$ cat src/nra_pkg.sv
// Package for the namespace reservation arbiter: encodings, register map, carriers
package nra_pkg;

    // Reservation kinds as carried in reservation_type_field (0 means none held)
    localparam logic [2:0] KIND_NONE = 3'h0;
    localparam logic [2:0] KIND_WE = 3'h1;
    localparam logic [2:0] KIND_EA = 3'h2;
    localparam logic [2:0] KIND_WE_RO = 3'h3;
    localparam logic [2:0] KIND_EA_RO = 3'h4;
    localparam logic [2:0] KIND_WE_AR = 3'h5;
    localparam logic [2:0] KIND_EA_AR = 3'h6;

    // Action field codes
    localparam logic [2:0] REG_ACT_REGISTER = 3'h0;
    localparam logic [2:0] REG_ACT_UNREGISTER = 3'h1;
    localparam logic [2:0] REG_ACT_REPLACE = 3'h2;
    localparam logic [2:0] ACQ_ACT_ACQUIRE = 3'h0;
    localparam logic [2:0] ACQ_ACT_PREEMPT = 3'h1;
    localparam logic [2:0] ACQ_ACT_PREEMPT_ABORT = 3'h2;
    localparam logic [2:0] REL_ACT_RELEASE = 3'h0;

    // Completion status codes
    localparam logic [1:0] ST_SUCCESS = 2'h0;
    localparam logic [1:0] ST_CONFLICT = 2'h1;
    localparam logic [1:0] ST_INVALID_FIELD = 2'h2;

    // APB register byte offsets
    localparam logic [7:0] OFS_CTRL = 8'h00;
    localparam logic [7:0] OFS_STATUS = 8'h04;
    localparam logic [7:0] OFS_HOLDER = 8'h08;
    localparam logic [7:0] OFS_REGMAP = 8'h0C;
    localparam logic [7:0] OFS_CONFLICTS = 8'h10;

    // Control register fields
    localparam int CTRL_PTPL_BIT = 0;
    localparam int CTRL_PWRLOSS_BIT = 1;
    localparam logic [31:0] CTRL_RESET = 32'h0000_0000;

    // Command classes presented to the arbiter
    typedef enum logic [2:0] {
        NRA_CLS_READ,
        NRA_CLS_WRITE,
        NRA_CLS_REGISTER,
        NRA_CLS_ACQUIRE,
        NRA_CLS_RELEASE,
        NRA_CLS_OTHER
    } nra_cls_t;

    // One command as seen by the arbiter
    typedef struct packed {
        nra_cls_t cls;
        logic [2:0] host;
        logic [2:0] action;
        logic [2:0] reservation_type_field;
        logic ignore_key;
        logic [63:0] cur_key;
        logic [63:0] new_key;
        logic ptpl_update;
        logic [1:0] ptpl_value;
    } nra_cmd_t;

    // Completion returned for one command
    typedef struct packed {
        logic [2:0] host;
        logic [1:0] status;
        logic execute;
    } nra_cpl_t;

endpackage : nra_pkg

$ cat src/nra_arbiter.sv
// Namespace reservation arbiter: registrant table, reservation state and command rulings
`timescale 1ns/1ps

// Behaviour
// - Six reservation kinds: WE, EA, each plain, registrants-only, all-registrants.
// - Plain WE: only holder writes, all read; plain EA: holder only; one holder.
// - Registrants-only: registrants share holder rights; non-registrants limited by kind.
// - All-registrants: every registrant is a holder with full rights.
// - Reads allowed under WE kinds; under EA conflict for non-registrants, plain registrants.
// - Writes conflict for non-registrants; registrants conflict only under plain kinds.
// - Acquire by a non-holder conflicts while any reservation exists.
// - Release and preempt conflict for non-registrants, allowed for registrants.
// - Other commands are processed normally whatever the reservation state.
// - A conflicting command is aborted with Reservation Conflict status.
// - State survives resets; only power loss clears it, unless persistence set.
// - Per-namespace persistence state, set by register or set-features commands; here set by register commands or a CTRL register write.
// - Unregister action 001b; key mismatch or unregistered host gives conflict.
// - Ignore-key bit skips the current key comparison.
// - Unregister drops registration; sole or last holder releases the reservation.
// - Unregister releasing registrants-only kind notifies other registrants.
// - Acquire action 000b; key mismatch or unregistered host gives conflict.
// - One reservation per namespace; holder re-acquiring same kind succeeds.
// - Release action 000b with held kind and key; key mismatch gives conflict.
// - Holder release with kind different from current kind gives Invalid Field status.
// - Release with no reservation or by a registrant non-holder succeeds with no effect.
// - Release of non-plain kinds notifies all other registrants.
// - Register 000b with new key; replace 010b needs matching current key.
module nra_arbiter #(
    parameter int HOSTS = 8
) (
    input wire logic clk,
    input wire logic reset,
    input wire logic cmd_valid,
    input nra_pkg::nra_cmd_t cmd,
    output nra_pkg::nra_cpl_t cpl,
    output logic cpl_valid,
    output logic [HOSTS-1:0] notify_released,
    input wire logic psel,
    input wire logic penable,
    input wire logic pwrite,
    input wire logic [7:0] paddr,
    input wire logic [31:0] pwdata,
    output logic [31:0] prdata,
    output logic pready,
    output logic pslverr
);

    logic [HOSTS-1:0] reg_valid_q;
    logic [63:0] reg_key_q [HOSTS];
    logic res_valid_q;
    logic [2:0] res_type_q;
    logic [2:0] res_holder_q;
    logic ptpl_q;
    logic [31:0] conflicts_q;

    logic is_reg;
    logic is_holder;
    logic key_ok;
    logic all_reg_kind;
    logic plain_kind;
    logic ea_kind;
    logic [1:0] status;
    logic do_exec;
    logic pwr_loss;
    logic apb_wr;

    function automatic logic kind_all_reg(input logic [2:0] t);
        return t == nra_pkg::KIND_WE_AR || t == nra_pkg::KIND_EA_AR;
    endfunction : kind_all_reg

    function automatic logic kind_valid(input logic [2:0] t);
        return t >= nra_pkg::KIND_WE && t <= nra_pkg::KIND_EA_AR;
    endfunction : kind_valid

    assign is_reg = reg_valid_q[cmd.host];
    assign all_reg_kind = kind_all_reg(res_type_q);
    assign plain_kind = res_type_q == nra_pkg::KIND_WE || res_type_q == nra_pkg::KIND_EA;
    assign ea_kind = res_type_q == nra_pkg::KIND_EA || res_type_q == nra_pkg::KIND_EA_RO
        || res_type_q == nra_pkg::KIND_EA_AR;
    // Every registrant holds an all-registrants kind
    assign is_holder = res_valid_q && is_reg && (all_reg_kind || res_holder_q == cmd.host);
    assign key_ok = cmd.ignore_key || reg_key_q[cmd.host] == cmd.cur_key;
    // Only the access edge with ready high may write, so a held access cannot repeat it
    assign apb_wr = psel && penable && pwrite && pready;
    assign pwr_loss = apb_wr && paddr == nra_pkg::OFS_CTRL && pwdata[nra_pkg::CTRL_PWRLOSS_BIT];

    // Ruling for the presented command
    always_comb begin
        status = nra_pkg::ST_SUCCESS;
        do_exec = 1'b1;
        case (cmd.cls)
            nra_pkg::NRA_CLS_READ: begin
                if (res_valid_q && !is_holder && ea_kind && (!is_reg || plain_kind)) begin
                    status = nra_pkg::ST_CONFLICT;
                end
            end
            nra_pkg::NRA_CLS_WRITE: begin
                if (res_valid_q && !is_holder && (!is_reg || plain_kind)) begin
                    status = nra_pkg::ST_CONFLICT;
                end
            end
            nra_pkg::NRA_CLS_REGISTER: begin
                if (cmd.action == nra_pkg::REG_ACT_UNREGISTER) begin
                    if (!is_reg || !key_ok) begin
                        status = nra_pkg::ST_CONFLICT;
                    end
                end else if (cmd.action == nra_pkg::REG_ACT_REGISTER) begin
                    if (is_reg && reg_key_q[cmd.host] != cmd.new_key) begin
                        status = nra_pkg::ST_CONFLICT;
                    end
                end else if (cmd.action == nra_pkg::REG_ACT_REPLACE) begin
                    if (!cmd.ignore_key && (!is_reg || !key_ok)) begin
                        status = nra_pkg::ST_CONFLICT;
                    end
                end else begin
                    status = nra_pkg::ST_INVALID_FIELD;
                end
            end
            nra_pkg::NRA_CLS_ACQUIRE: begin
                if (cmd.action == nra_pkg::ACQ_ACT_ACQUIRE) begin
                    if (!is_reg || !key_ok) begin
                        status = nra_pkg::ST_CONFLICT;
                    end else if (res_valid_q && !is_holder) begin
                        status = nra_pkg::ST_CONFLICT;
                    end else if (res_valid_q && res_type_q != cmd.reservation_type_field) begin
                        status = nra_pkg::ST_CONFLICT;
                    end else if (!kind_valid(cmd.reservation_type_field)) begin
                        status = nra_pkg::ST_INVALID_FIELD;
                    end
                end else begin
                    // Preempt only gated by registration here
                    if (!is_reg) begin
                        status = nra_pkg::ST_CONFLICT;
                    end
                end
            end
            nra_pkg::NRA_CLS_RELEASE: begin
                if (!is_reg || !key_ok) begin
                    status = nra_pkg::ST_CONFLICT;
                end else if (is_holder && res_type_q != cmd.reservation_type_field) begin
                    status = nra_pkg::ST_INVALID_FIELD;
                end
            end
            default: begin
                status = nra_pkg::ST_SUCCESS;
            end
        endcase
        if (status != nra_pkg::ST_SUCCESS) begin
            do_exec = 1'b0;
        end
    end

    // Registrant table; only power loss may clear it
    always_ff @(posedge clk) begin
        if (pwr_loss && !ptpl_q) begin
            reg_valid_q <= '0;
        end else if (cmd_valid && do_exec && cmd.cls == nra_pkg::NRA_CLS_REGISTER) begin
            if (cmd.action == nra_pkg::REG_ACT_UNREGISTER) begin
                reg_valid_q[cmd.host] <= 1'b0;
            end else begin
                reg_valid_q[cmd.host] <= 1'b1;
                reg_key_q[cmd.host] <= cmd.new_key;
            end
        end
    end

    // Reservation state, also held across resets
    always_ff @(posedge clk) begin
        if (pwr_loss && !ptpl_q) begin
            res_valid_q <= 1'b0;
            res_type_q <= nra_pkg::KIND_NONE;
        end else if (cmd_valid && do_exec) begin
            if (cmd.cls == nra_pkg::NRA_CLS_ACQUIRE && cmd.action == nra_pkg::ACQ_ACT_ACQUIRE) begin
                res_valid_q <= 1'b1;
                res_type_q <= cmd.reservation_type_field;
                res_holder_q <= cmd.host;
            end else if (cmd.cls == nra_pkg::NRA_CLS_RELEASE && is_holder
                && cmd.action == nra_pkg::REL_ACT_RELEASE) begin
                res_valid_q <= 1'b0;
                res_type_q <= nra_pkg::KIND_NONE;
            end else if (cmd.cls == nra_pkg::NRA_CLS_REGISTER && is_holder
                && cmd.action == nra_pkg::REG_ACT_UNREGISTER
                && (!all_reg_kind || reg_valid_q == (HOSTS'(1) << cmd.host))) begin
                res_valid_q <= 1'b0;
                res_type_q <= nra_pkg::KIND_NONE;
            end
        end
    end

    // Persistence state
    always_ff @(posedge clk) begin
        if (reset) begin
            ptpl_q <= ptpl_q;
        end else if (apb_wr && paddr == nra_pkg::OFS_CTRL) begin
            ptpl_q <= pwdata[nra_pkg::CTRL_PTPL_BIT];
        end else if (cmd_valid && do_exec && cmd.cls == nra_pkg::NRA_CLS_REGISTER
            && cmd.ptpl_update) begin
            ptpl_q <= cmd.ptpl_value[0];
        end
    end

    // Completion and notifications
    always_ff @(posedge clk) begin
        if (reset) begin
            cpl_valid <= 1'b0;
            cpl <= '0;
            notify_released <= '0;
            conflicts_q <= '0;
        end else begin
            cpl_valid <= cmd_valid;
            cpl.host <= cmd.host;
            cpl.status <= status;
            cpl.execute <= cmd_valid && do_exec;
            notify_released <= '0;
            if (cmd_valid && status == nra_pkg::ST_CONFLICT) begin
                conflicts_q <= conflicts_q + 32'h1;
            end
            if (cmd_valid && do_exec && is_holder) begin
                // Release of shared kinds notifies others
                if (cmd.cls == nra_pkg::NRA_CLS_RELEASE && !plain_kind
                    && cmd.action == nra_pkg::REL_ACT_RELEASE) begin
                    notify_released <= reg_valid_q & ~(HOSTS'(1) << cmd.host);
                end
                // Unregister of registrants-only kind notifies others
                if (cmd.cls == nra_pkg::NRA_CLS_REGISTER
                    && cmd.action == nra_pkg::REG_ACT_UNREGISTER
                    && (res_type_q == nra_pkg::KIND_WE_RO
                    || res_type_q == nra_pkg::KIND_EA_RO)) begin
                    notify_released <= reg_valid_q & ~(HOSTS'(1) << cmd.host);
                end
            end
        end
    end

    // APB slave, zero wait states
    always_ff @(posedge clk) begin
        if (reset) begin
            prdata <= '0;
            pready <= 1'b0;
            pslverr <= 1'b0;
        end else begin
            pready <= psel && !penable;
            pslverr <= 1'b0;
            prdata <= '0;
            if (psel && !penable) begin
                case (paddr)
                    nra_pkg::OFS_CTRL: prdata <= {31'h0, ptpl_q};
                    nra_pkg::OFS_STATUS: prdata <= {28'h0, res_type_q, res_valid_q};
                    nra_pkg::OFS_HOLDER: prdata <= {29'h0, res_holder_q};
                    nra_pkg::OFS_REGMAP: prdata <= 32'(reg_valid_q);
                    nra_pkg::OFS_CONFLICTS: prdata <= conflicts_q;
                    default: pslverr <= 1'b1;
                endcase
            end
        end
    end

endmodule : nra_arbiter

$ cat config.mk
export PLATFORM = sky130hd
export DESIGN_NAME = nra_arbiter
export DESIGN_NICKNAME = d
export VERILOG_FILES = /design/src/nra_pkg.sv /design/src/nra_arbiter.sv
export SDC_FILE = /design/constraint.sdc
export NUM_CORES = 1
export LEC_CHECK = 0
export BUFFER_PORTS_ARGS = -buffer_cell sky130_fd_sc_hd__buf_2
export CORE_MARGIN = 2
export CORE_UTILIZATION = 50
export DETAILED_ROUTE_END_ITERATION = 8
export PLACE_DENSITY = 0.69
export SLEW_MARGIN = 5
export SYNTH_ARGS = -nofsm -noshare
export SYNTH_HDL_FRONTEND = slang
export SYNTH_SLANG_ARGS = --single-unit
$ cat constraint.sdc
create_clock -name clk -period 10.1 [get_ports clk]
set_clock_uncertainty 0.05 [all_clocks]
set_input_delay 2.02 -clock clk [delete_from_list [all_inputs] [get_ports clk]]
set_output_delay 2.02 -clock clk [all_outputs]
set_load 0.01 [all_outputs]
==> results.cfg <==
[drt]
drt-initial-drc-count = 1519
wl_met2_um = 32200
post_drt_wl_per_cell_um = 25.5
ant_nets = 0
vias_per_cell = 6.05
first_pass_iters = 5
vias = 15900
wl_met1_um = 27200
drcViolationCount = 0
top_layer = met5
drt_wl_total_um = 66800
wl_met3_um = 5610

[floorplan]
fp.dieArea_mm2 = 0.0538
dieHeight_um = 232
core_mm2 = 0.0513
initial_core_util_pct = 50.6
die_w_um = 232
ios = 239
num_rows = 83

[sta]
slew_viol_final = 0
min_period_ns = 7.90
relSlewSlack_pct = 17.1
rsz0062_at_grt = false
period_share_pct = 78.2
tns_ns = 0
hold_viol = 0
worst_pin_slew_ns = 1.23
clock.fmax_mhz = 127
setup_violations = 0

[layout]
seq_area_mm2 = 0.0174
layout.cells.non_filler = 2622
area_delta_synth_final_pct = 14.2
nets = 2083
multi_input_area_mm2 = 0.00799
n_fill_cell = 4021
drive_above_1_share_pct = 26.1

[setup_path]
cpMostUsedCell = buf_4
cpMaxStageDelayCell = nor2_4
critical_path_buf_inv_count = 4
crit_required_ns = 10.37
cp_max_fo = 80
worstPathArrival_ns = 8.17
timing.critical_path.cells = buf_6 -> buf_4 -> and2_1 -> a22oi_1 -> a21o_1 -> a221oi_2 -> nand4_1 -> or4_1 -> nor2_1 -> a21oi_2 -> nor4_4 -> buf_4 -> nand3_2 -> nor2_4 -> buf_4
critical_path_class = in -> reg
end_kind = register
critPathLaunch = cmd[138]
cpPeakStageDelay_ns = 0.89
start_kind = input pin
r2r-start = reg_key_q[4][1]$_DFFE_PP_
critPathTopFamily = simple AND/OR/NAND/NOR gates

[cts]
cts_root_buffer = clkbuf_16
numCtsBuffers = 61
postCtsSetupBuffers = 0
htree_num_levels = 2
holdBufCountCts = 0
insertion_delay_ns = 0.64
cts_buffer_depth = 3
cts_tree = done
clk_pin_slew_ns = 0.06
cts_resized = 0
cts_sinks = 609

[min_path]
hp-start = conflicts_q[31]$_SDFFE_PP0P_
hold_path_class = reg -> reg

[logic_synthesis]
synth_nets = 1871
synth_edf_count = 516
synth_seq_cells = 609
synthesis.area_per_instance_um2 = 15.5
synth.cell_area_mm2 = 0.0260
synth_cell_types = 90
yosysSeqAreaShare_pct = 66.8
synth_cells = 1672
yosysWarningCount = 0
ys.flop_type = edfxtp_1
ys_async_sr_fraction_pct = 0

[power]
power.leakage_nw = 10.1
power_density_mw_per_mm2 = 182
max-vdd-ir-drop_uv = 155

[global_route]
grt_usage_pct = 24.6
global_route.overflow_total = 0
antenna_found_initial = 9
grt_pass1_wl_um = 97700
grt_max_degree = 81
grt_pass1_vias = 15300

[run]
drv_cap = 0

[placement]
place.gp.congestion = 0.836
dp_cells = 2501
hpwl_um = 42500
place.port_buffers = 207

[outcome]
status = complete, no violations
## routing by layer
layer / track usage (%) / vias up
met1: 33.4 / 7979
met3: 4.49 / 110
met2: 40.4 / 693
li1: - / 7059
met5: 0 / -
met4: 7.87 / 10
## Yosys cell counts, types with 16 or more instances
master      n  share of area (%)
edfxtp_1  516                 60
mux2i_1   103                4.0
dfxtp_1    93                7.2
nor2_1     74                1.1
mux2_2     69                3.0
xnor2_1    69                2.3
o22ai_1    44                1.1
xor2_1     42                1.4
mux4_2     37                3.2
and3_1     36               0.87
nand2_1    33               0.48
a22oi_1    30               0.87
a21oi_1    29               0.56
buf_2      29               0.56
nor3_1     29               0.56
inv_1      28               0.40
nand3_1    25               0.48
a221oi_1   24               0.81
clkbuf_1   23               0.33
nand4_1    23               0.55
nor2b_1    21               0.51
or4_1      21               0.61
o21ai_0    16               0.31
## worst paths after layout
| kind | endpoint | slack [ns] | cells past startpoint |
|---|---|---|---|
| max | reg_key_q[1][3]$_DFFE_PP_ | 2.20 | 15 |
| min | prdata[31]$_SDFF_PP0_ | 0.44 | 1 |
| max reg2reg | reg_key_q[1][3]$_DFFE_PP_ | 4.64 | 12 |
| min reg2reg | prdata[31]$_SDFF_PP0_ | 0.44 | 1 |
## cell usage in the layout (no fill, tap or decap), types with 9 or more instances in the layout
cell,synthesis,layout
nor2b_1,21,20
o22ai_1,44,44
or3_1,9,9
buf_4,14,24
a21oi_2,11,11
mux2i_1,103,103
a21oi_1,29,29
a221oi_1,24,24
nand3_1,25,25
nand2_1,33,33
nand4_1,23,23
mux4_2,37,37
or4_1,21,21
ha_1,9,9
clkbuf_8,0,9
nor4_1,12,12
a22oi_1,30,30
xnor2_1,69,69
inv_1,28,28
clkbuf_1,23,15
and3_1,36,36
dfxtp_1,93,93
edfxtp_1,516,516
o21ai_0,16,16
buf_2,29,204
o31ai_2,10,10
clkbuf_16,0,63
mux2_2,69,69
xor2_1,42,42
nor3_1,29,29
nor2_1,74,64
## flip-flops by register name, indices dropped and copies added (netlist names), named ones only
name,cells
conflicts_q,32
cpl,6
cpl_valid,1
notify_released,8
prdata,32
pready,1
pslverr,1
ptpl_q,1
reg_key_q,512
res_holder_q,3
res_type_q,3
res_valid_q,1
## stage by stage
step / utilization, % / hold WS [ns] / setup WS (ns) / instance area, um^2 / total power, mW
2_1_floorplan: - / 0.410 / 2.02 / 26000 / 3.06
3_3_place_gp: 53.9 / 0.427 / 1.59 / 27700 / 3.22
3_5_place_dp: 53.9 / 0.431 / 1.48 / 27700 / 3.23
4_1_cts: 57.8 / 0.445 / 2.20 / 29700 / 5.43
5_1_grt: 57.8 / 0.462 / 1.92 / 29700 / 5.56
6_report: 57.9 / 0.444 / 2.20 / 29700 / 5.41
## cell type report
cell class,instances,share of cell area [%]
antenna,6,0.0506
multi-input combinational,946,26.9
tap,680,2.87
inverter,29,0.367
clock buffer,91,5.99
timing repair buffer,237,4.60
sequential,609,58.5
clock inverter,24,0.746
## cell families after synthesis
group | after synthesis | synth area share, %
DFF | 609 | 66.8
and+or+nand+nor | 336 | 7.33
AOI/OAI and AO/OA | 273 | 8.24
muxes | 217 | 10.7
buffers and inverters | 117 | 2.73
xor gates and xnor gates | 111 | 3.74
adders and majority gates | 9 | 0.433
## report_power, final
part           total, mW  leakage [nW]  switching [mW]  internal (mW)
logic              0.413          3.77           0.257          0.156
clock network       2.23         0.987           0.941           1.29
registers           2.76          5.39          0.0184           2.74
total               5.41          10.1            1.22           4.19
No activity file was read; power rests on OpenSTA's default activity.
